<file path="src/rtl/gdst_pkg.sv">
// Notes on behaviour
// (RULE1) saturation self-test bit 9 forces the saturation comparator fault.
// (RULE2) short-circuit self-test bit 8 forces the short-circuit comparator fault.
// (RULE3) overcurrent self-test bit 7 forces the overcurrent comparator fault.
// (RULE4) host must be active, check disabled, high output driven on before these tests.
// (RULE5) host clears the configuration-check disable bit after latent tests.
// (RULE6) bit 5 starts threshold measurement, honoured only in second configuration state.
// (RULE7) bit 3 forces a secondary clock monitor fault; register access keeps working.
// (RULE8) bit 2 runs the secondary configuration check; failure raises its fault.
// (RULE9) bit 1 forces the switch over-temperature protection fault.
// (RULE10) converter bits 14..8 enable on-phase channels; bit 15 reserved.
// (RULE11) converter bits 6..0 enable off-phase channels; bit 7 reserved.
// (RULE12) round robin order one, three, five, two, four, six, die; skip disabled.
// (RULE13) results land in slots 1..7 following the round robin order.
// (RULE14) bits 15..13 enable over-temperature on inputs one, three, five; reset off.
// (RULE15) bits 12..10 enable overcurrent on inputs two, four, six; reset 1,1,0.
// (RULE16) bits 9..8 pick pulse output frequency 13.9, 27.8, 55.7, 111.4 kHz.
// (RULE17) bits 6..0 route one source to pulse output; host sets one only.
// (RULE18) reserved bits read zero and writes to them do nothing.
// (RULE19) several select bits set: lowest-numbered selected channel wins.
package gdst_pkg;

  // ----------------------------------------------------------------
  // register map
  // ----------------------------------------------------------------
  localparam int ADDR_W = 6;
  localparam int DATA_W = 16;
  localparam logic [ADDR_W-1:0] SELFTEST_CONTROL_ADDR = 6'h0d;
  localparam logic [ADDR_W-1:0] CONVERTER_CONFIG_ADDR = 6'h0e;
  localparam logic [ADDR_W-1:0] PULSE_CONFIG_ADDR = 6'h0f;

  localparam logic [DATA_W-1:0] SELFTEST_CONTROL_MASK = 16'h03ae;
  localparam logic [DATA_W-1:0] CONVERTER_CONFIG_MASK = 16'h7f7f;
  localparam logic [DATA_W-1:0] PULSE_CONFIG_MASK = 16'hff7f;
  localparam logic [DATA_W-1:0] SELFTEST_CONTROL_RESET = 16'h0000;
  localparam logic [DATA_W-1:0] CONVERTER_CONFIG_RESET = 16'h0000;
  localparam logic [DATA_W-1:0] PULSE_CONFIG_RESET = 16'h1800;

  // ----------------------------------------------------------------
  // field positions
  // ----------------------------------------------------------------
  localparam int SATURATION_DETECT_SELFTEST_BIT = 9;
  localparam int SHORT_CIRCUIT_SELFTEST_BIT = 8;
  localparam int OVERCURRENT_SELFTEST_BIT = 7;
  localparam int GATE_THRESHOLD_MEASURE_RUN_BIT = 5;
  localparam int SECONDARY_CLOCK_MONITOR_SELFTEST_BIT = 3;
  localparam int SECONDARY_CONFIG_INTEGRITY_CHECK_BIT = 2;
  localparam int SWITCH_THERMAL_SELFTEST_BIT = 1;
  localparam int ON_PHASE_CHANNEL_ENABLE_LSB = 8;
  localparam int OFF_PHASE_CHANNEL_ENABLE_LSB = 0;
  localparam int OVERTEMP_ENABLE_LSB = 13;
  localparam int OVERCURRENT_ENABLE_LSB = 10;
  localparam int PULSE_OUTPUT_FREQUENCY_LSB = 8;
  localparam int PULSE_OUTPUT_SELECT_LSB = 0;

  // ----------------------------------------------------------------
  // converter and pulse output
  // ----------------------------------------------------------------
  localparam int SLOT_COUNT = 7;
  localparam int RESULT_W = 10;
  localparam logic [2:0] LAST_SLOT = 3'h6;
  localparam int CLOCK_HZ = 25000000;
  localparam int PULSE_FREQ_0_HZ = 13900;
  localparam int PULSE_FREQ_1_HZ = 27800;
  localparam int PULSE_FREQ_2_HZ = 55700;
  localparam int PULSE_FREQ_3_HZ = 111400;
  localparam int PERIOD_W = 11;
  localparam logic [PERIOD_W-1:0] PULSE_PERIOD_0 = PERIOD_W'(CLOCK_HZ / PULSE_FREQ_0_HZ);
  localparam logic [PERIOD_W-1:0] PULSE_PERIOD_1 = PERIOD_W'(CLOCK_HZ / PULSE_FREQ_1_HZ);
  localparam logic [PERIOD_W-1:0] PULSE_PERIOD_2 = PERIOD_W'(CLOCK_HZ / PULSE_FREQ_2_HZ);
  localparam logic [PERIOD_W-1:0] PULSE_PERIOD_3 = PERIOD_W'(CLOCK_HZ / PULSE_FREQ_3_HZ);

  typedef enum logic {SEQ_IDLE, SEQ_CONVERT} gdst_seq_t;

  // comparator lines, bit order: sat, short, over, clock, thermal
  typedef struct packed {
    logic saturation;
    logic shortCircuit;
    logic overcurrent;
    logic clockMonitor;
    logic switchThermal;
  } gdst_comp_t;

  typedef struct packed {
    logic [DATA_W-1:0] selftestControl;
    logic [DATA_W-1:0] converterConfig;
    logic [DATA_W-1:0] pulseConfig;
    logic [DATA_W-1:0] readData;
    gdst_comp_t compSync1;
    gdst_comp_t compSync2;
    gdst_comp_t compSync3;
    gdst_comp_t compStable;
    gdst_seq_t seqState;
    logic [2:0] seqSlot;
    logic [SLOT_COUNT-1:0][RESULT_W-1:0] results;
    logic [PERIOD_W-1:0] periodCount;
    logic periodTick;
  } gdst_state_t;

endpackage

</file>
<file path="src/rtl/gdst_regs.sv">
`timescale 1ns/1ns
module gdst_regs
  import gdst_pkg::*;
(
  input wire logic clock,
  input wire logic reset,
  input wire logic [ADDR_W-1:0] regAddr,
  input wire logic regWrite,
  input wire logic [DATA_W-1:0] regWriteData,
  input wire logic regRead,
  output logic [DATA_W-1:0] regReadData,
  input wire gdst_comp_t comparatorRaw,
  input wire logic configIntegrityMismatch,
  input wire logic inConfig2,
  output gdst_comp_t comparatorFault,
  output logic secondaryConfigIntegrityFault,
  output logic gateThresholdMeasureRun,
  input wire logic pwmOn,
  input wire logic convDone,
  input wire logic [RESULT_W-1:0] convData,
  output logic convRequest,
  output logic [2:0] convSlot,
  output logic [SLOT_COUNT-1:0][RESULT_W-1:0] convResults,
  output logic [2:0] overtempEnable,
  output logic [2:0] overcurrentEnable,
  output logic [1:0] pulseOutputFrequency,
  output logic pulseOutputActive,
  output logic [2:0] pulseOutputSource,
  output logic pulsePeriodTick
);

  gdst_state_t st;
  gdst_state_t next_st;

  // ----------------------------------------------------------------
  // field views
  // ----------------------------------------------------------------
  logic [SLOT_COUNT-1:0] onEnable;
  logic [SLOT_COUNT-1:0] offEnable;
  logic [SLOT_COUNT-1:0] phaseEnable;
  logic [SLOT_COUNT-1:0] sourceSelect;
  logic [PERIOD_W-1:0] periodLength;
  logic [2:0] pickSlot;
  logic pickFound;
  logic [2:0] lowSource;
  logic lowFound;

  assign onEnable = st.converterConfig[ON_PHASE_CHANNEL_ENABLE_LSB +: SLOT_COUNT]; // RULE10
  assign offEnable = st.converterConfig[OFF_PHASE_CHANNEL_ENABLE_LSB +: SLOT_COUNT]; // RULE11
  assign phaseEnable = pwmOn ? onEnable : offEnable;
  assign sourceSelect = st.pulseConfig[PULSE_OUTPUT_SELECT_LSB +: SLOT_COUNT];

  // ----------------------------------------------------------------
  // round robin search
  // ----------------------------------------------------------------
  // slot index equals enable bit index, so the fixed visiting order is just ascending slots
  always_comb begin
    logic [3:0] cand;
    cand = 4'h0;
    pickSlot = 3'h0;
    pickFound = 1'b0;
    for (int i = 1; i <= SLOT_COUNT; i++) begin
      cand = 4'({1'b0, st.seqSlot} + 4'(i));
      if (cand >= 4'(SLOT_COUNT)) begin
        cand = cand - 4'(SLOT_COUNT);
      end
      if (!pickFound && phaseEnable[cand[2:0]]) begin
        pickFound = 1'b1; // RULE12
        pickSlot = cand[2:0];
      end
    end
  end

  // ----------------------------------------------------------------
  // pulse output source
  // ----------------------------------------------------------------
  // a single set bit is expected; picking the lowest keeps the mux defined otherwise
  always_comb begin
    lowSource = 3'h0;
    lowFound = 1'b0;
    for (int i = SLOT_COUNT - 1; i >= 0; i--) begin
      if (sourceSelect[i]) begin
        lowFound = 1'b1; // RULE17
        lowSource = 3'(i); // RULE19
      end
    end
  end

  always_comb begin
    case (st.pulseConfig[PULSE_OUTPUT_FREQUENCY_LSB +: 2]) // RULE16
      2'h0: periodLength = PULSE_PERIOD_0;
      2'h1: periodLength = PULSE_PERIOD_1;
      2'h2: periodLength = PULSE_PERIOD_2;
      2'h3: periodLength = PULSE_PERIOD_3;
      default: periodLength = PULSE_PERIOD_0;
    endcase
  end

  // ----------------------------------------------------------------
  // next state
  // ----------------------------------------------------------------
  always_comb begin
    next_st = st;
    next_st.periodTick = 1'b0;

    // register port: access stays live during every self-test
    if (regWrite) begin
      case (regAddr)
        SELFTEST_CONTROL_ADDR: next_st.selftestControl = regWriteData & SELFTEST_CONTROL_MASK; // RULE18
        CONVERTER_CONFIG_ADDR: next_st.converterConfig = regWriteData & CONVERTER_CONFIG_MASK; // RULE18
        PULSE_CONFIG_ADDR: next_st.pulseConfig = regWriteData & PULSE_CONFIG_MASK; // RULE18
        default: next_st.selftestControl = st.selftestControl;
      endcase
    end
    if (regRead) begin
      case (regAddr)
        SELFTEST_CONTROL_ADDR: next_st.readData = st.selftestControl; // RULE7
        CONVERTER_CONFIG_ADDR: next_st.readData = st.converterConfig;
        PULSE_CONFIG_ADDR: next_st.readData = st.pulseConfig;
        default: next_st.readData = 16'h0000;
      endcase
    end

    // comparator lines come from the analog side, so filter through three stages
    next_st.compSync1 = comparatorRaw;
    next_st.compSync2 = st.compSync1;
    next_st.compSync3 = st.compSync2;
    if (st.compSync2 == st.compSync3) begin
      next_st.compStable = st.compSync3;
    end

    // converter sequencer
    case (st.seqState)
      SEQ_IDLE: begin
        if (pickFound) begin
          next_st.seqSlot = pickSlot;
          next_st.seqState = SEQ_CONVERT;
        end
      end
      SEQ_CONVERT: begin
        if (convDone) begin
          next_st.results[st.seqSlot] = convData; // RULE13
          next_st.seqState = SEQ_IDLE;
        end
      end
      default: next_st.seqState = SEQ_IDLE;
    endcase

    // pulse output carrier period
    if (st.periodCount >= periodLength - 11'h001) begin
      next_st.periodCount = 11'h000;
      next_st.periodTick = 1'b1;
    end else begin
      next_st.periodCount = st.periodCount + 11'h001;
    end
  end

  always_ff @(posedge clock) begin
    if (reset) begin
      st <= '0;
      st.selftestControl <= SELFTEST_CONTROL_RESET;
      st.converterConfig <= CONVERTER_CONFIG_RESET;
      st.pulseConfig <= PULSE_CONFIG_RESET; // RULE14 RULE15
      st.seqState <= SEQ_IDLE;
      st.seqSlot <= LAST_SLOT;
    end else begin
      st <= next_st;
    end
  end

  // ----------------------------------------------------------------
  // outputs
  // ----------------------------------------------------------------
  assign regReadData = st.readData;

  // the self-test bit overrides the comparator so the fault path downstream is exercised for real
  assign comparatorFault.saturation = st.compStable.saturation
    | st.selftestControl[SATURATION_DETECT_SELFTEST_BIT]; // RULE1
  assign comparatorFault.shortCircuit = st.compStable.shortCircuit
    | st.selftestControl[SHORT_CIRCUIT_SELFTEST_BIT]; // RULE2
  assign comparatorFault.overcurrent = st.compStable.overcurrent
    | st.selftestControl[OVERCURRENT_SELFTEST_BIT]; // RULE3
  assign comparatorFault.clockMonitor = st.compStable.clockMonitor
    | st.selftestControl[SECONDARY_CLOCK_MONITOR_SELFTEST_BIT]; // RULE7
  assign comparatorFault.switchThermal = st.compStable.switchThermal
    | st.selftestControl[SWITCH_THERMAL_SELFTEST_BIT]; // RULE9
  assign secondaryConfigIntegrityFault = st.selftestControl[SECONDARY_CONFIG_INTEGRITY_CHECK_BIT]
    & configIntegrityMismatch; // RULE8
  assign gateThresholdMeasureRun = st.selftestControl[GATE_THRESHOLD_MEASURE_RUN_BIT] & inConfig2; // RULE6

  assign convRequest = (st.seqState == SEQ_CONVERT);
  assign convSlot = st.seqSlot;
  assign convResults = st.results;

  assign overtempEnable = st.pulseConfig[OVERTEMP_ENABLE_LSB +: 3]; // RULE14
  assign overcurrentEnable = st.pulseConfig[OVERCURRENT_ENABLE_LSB +: 3]; // RULE15
  assign pulseOutputFrequency = st.pulseConfig[PULSE_OUTPUT_FREQUENCY_LSB +: 2];
  assign pulseOutputActive = lowFound;
  assign pulseOutputSource = lowSource;
  assign pulsePeriodTick = st.periodTick;

endmodule
</file>
<file path="config.mk">
export PLATFORM = sky130hd
export DESIGN_NAME = gdst_regs
export DESIGN_NICKNAME = d
export VERILOG_FILES = /design/src/rtl/gdst_pkg.sv /design/src/rtl/gdst_regs.sv
export SDC_FILE = /design/constraint.sdc
export NUM_CORES = 1
export LEC_CHECK = 0
export ABC_CLOCK_PERIOD_IN_PS = 4800
export BUFFER_PORTS_ARGS = -buffer_cell sky130_fd_sc_hd__clkbuf_2
export CELL_PAD_IN_SITES_DETAIL_PLACEMENT = 1
export CELL_PAD_IN_SITES_GLOBAL_PLACEMENT = 1
export CORE_MARGIN = 1.5
export CORE_UTILIZATION = 42
export CTS_CLUSTER_SIZE = 25
export DETAILED_ROUTE_END_ITERATION = 10
export MAX_ROUTING_LAYER = met4
export PLACE_DENSITY_LB_ADDON = 0.08
export REMOVE_ABC_BUFFERS = 1
export SLEW_MARGIN = 25
export SYNTH_ARGS = -nofsm -noshare
export SYNTH_HDL_FRONTEND = slang
export SYNTH_SLANG_ARGS = --single-unit
</file>
<file path="constraint.sdc">
create_clock -name clock -period 4.8 [get_ports clock]
set_input_delay 0.24 -clock clock [delete_from_list [all_inputs] [get_ports clock]]
set_output_delay 0.24 -clock clock [all_outputs]
set_load 0.05 [all_outputs]
</file>
==> metrics <==
status=finished, final reports clean; Worst Tran Pin Value=0.822 ns; Seq/Total Area, Yosys=0.370; GRT overflow=0; Multi-input gate area=4390 um2; Syn. warnings=0; ANT cells=0; Max IR drop VDD=437 uV; Post-Syn Area=8550 um2; pin count of the biggest net entering global routing=62; final worst path period need=4.03 ns; WS Path Type=register to register; largest area contributor in the netlist=dfxtp_1; CTS tree=yes; Worst-Skew Late Latency=0.44 ns; crit end category=register; Post-synth EDFFs=0; drt drc=0; CP Max Fanout=12; CTS H-tree lvls=4; Final Cycle Share=0.839; Achievable Freq=0.248 GHz; max-cap violations=0; leakage power=3.92 nW; clk root buf=clkbuf_16; Setup-failing EPs final=0; post-route ant nets=0; first-pass iteration count of the detailed router=4; fin util=0.470; fill cell count=2463; share of layout cells above drive strength 1=0.223; Post-CTS Setup Inserts=0; final WL=24900 um; pre-CTS WS=0.864 ns; initial antenna violation count=0; Layout area overhead=10.5%; Final Hold Vio Count=0; RSZ-0062 raised after global routing=no; chip width=146 um; most frequent cell after synthesis=nand2_1; Syn Area/Cell=8.24 um2; Max Used Layer=met4; total die area=21200 um2; FF+latch area=3160 um2; largest cells by area after synthesis=dfxtp_1 (37%), nand2_1 (10%), buf_4 (8.7%); fin nets=1153; vias per cell=5.28; clk sink count=158; RePlAce Congestion=0.883; Clk pin slew, worst setup/hold paths=0.07 ns; Seq cells post-synth=158; number of DRC markers in iteration 0=344; Commonest cells post-synth=nand2_1 (228), dfxtp_1 (158), a21oi_1 (119), buf_4 (99), nor2_1 (61); min-delay worst type=input pin to register; routed length on met3=835 um; clock buffer depth=2; top-area cell type share of the netlist area=0.370; Synth Instances=1038; hold_buf cts=5; count of input and output buffers=154; placed cell area=8770 um2; Layout Cell Area excl Fill=9450 um2; Die H=146 um; Req. time, crit path=5.15 ns; Synth Flop Type=dfxtp_1; hold_ws=0.0337 ns; I/O Pins=155; post-CTS sizing=0; vias in the first global route=7097; kind of start point of the critical path=register; Power Density=551 nW/um2; total number of vias=7207; initial core utilization=0.425; Final TNS setup=0 ns; met1 WL=11900 um; total track usage=0.246; Num CTS Buffers=17; met2 wire len=11900 um; drt wl/cell=18.3 um; Placeable Area=20100 um2; Final WS setup=0.772 ns; # rows=52; Slew HR=0.450; Final Skew=0.0103 ns; DP HPWL=17700 um; Yosys cell types=77; global-route wire length before repair=39700 um; ys async rst share=0; worst path arrival time=4.38 ns; Final Slew Violations=0
-- critical path, cell delays in order, from the launching register on --
cell and delay [ns]:
dfxtp_1 0.64, inv_1 0.29, ha_1 0.27, inv_1 0.08, fa_1 0.50, or2b_2 0.23
a21boi_0 0.14, a22oi_2 0.20, or3b_4 0.42, nor2b_4 0.20, nand3b_4 0.12, or4_4 0.45
o2111a_1 0.16, o31ai_2 0.23
-- report_power, final --
part | switching (mW) | total (mW) | internal (mW)
combinational | 1.47 | 2.35 | 0.880
clock | 0.631 | 1.45 | 0.816
sequential | 0.0526 | 1.41 | 1.36
-- layout by cell type, fill, tap and decap left out, drive strengths merged, types with 7 or more instances in the layout --
cell    netlist  layout
xor2         10      10
clkbuf       37     172
nor3         21      21
and2         10      10
ha           25      25
nand2b        7       7
a22oi        16      16
nor2b        26      26
a21oi       119     119
mux2         20      20
inv          18      23
o21ai        15      15
mux2i        34      34
xnor2        15      15
dfxtp       158     158
nor2         61      61
nand2       229     229
nand3        15      15
-- cell families (layout without fill, tap and decap cells) --
logic type / Yosys count / count (layout) / share of synthesized area
simple gates: 408 / 408 / 0.217
mux: 57 / 57 / 0.0802
flops: 158 / 158 / 0.370
fa+ha+maj: 26 / 26 / 0.0389
compound gates: 207 / 207 / 0.148
xor+xnor: 25 / 25 / 0.0287
buf+inv: 157 / 214 / 0.117
-- registers in the layout (all words and copies together), names as in the netlist, 2 cells and up --
name and count:
convResults 70, convSlot 3, next_st 10, offEnable 7, onEnable 7, overcurrentEnable 3, overtempEnable 3, pulseOutputFrequency 2
regReadData 16, sourceSelect 7, st 28
-- metal layers --
layer / vias to the layer above / track usage
met1: 3522 / 0.326
met5: - / -
met4: 0 / 0.0531
li1: 3524 / -
met2: 144 / 0.390
met3: 17 / 0.0461
-- cell type report --
| class | count | share of cell area |
|---|---|---|
| timing repair buffer | 164 | 0.0911 |
| clock buffer | 19 | 0.0479 |
| multi-input combinational | 723 | 0.465 |
| clock inverter | 13 | 0.0183 |
| tap | 270 | 0.0358 |
| sequential | 158 | 0.335 |
| inverter | 18 | 0.00715 |
-- path summary, 6_finish.rpt --
| kind | from | endpoint | slack [ns] | cells after the start |
|---|---|---|---|---|
| hold reg to reg | next_st[96]$_SDFF_PP0_ | next_st[91]$_SDFF_PP0_ | 0.44 | 1 |
| setup / recovery | convSlot[1]$_SDFFE_PP1P_ | convSlot[1]$_SDFFE_PP1P_ | 0.77 | 13 |
| setup reg to reg | convSlot[1]$_SDFFE_PP1P_ | convSlot[1]$_SDFFE_PP1P_ | 0.77 | 13 |
| hold / removal | regWriteData[7] | st[161]$_SDFFE_PP0P_ | 0.03 | 3 |
-- stage by stage --
step	power [mW]	std cells
2_1_floorplan	3.16	899
3_3_place_gp	3.72	1328
3_5_place_dp	3.73	1328
4_1_cts	5.21	1365
5_1_grt	5.50	1365
6_report	5.21	1365
No activity file was read; power rests on OpenSTA's default activity.
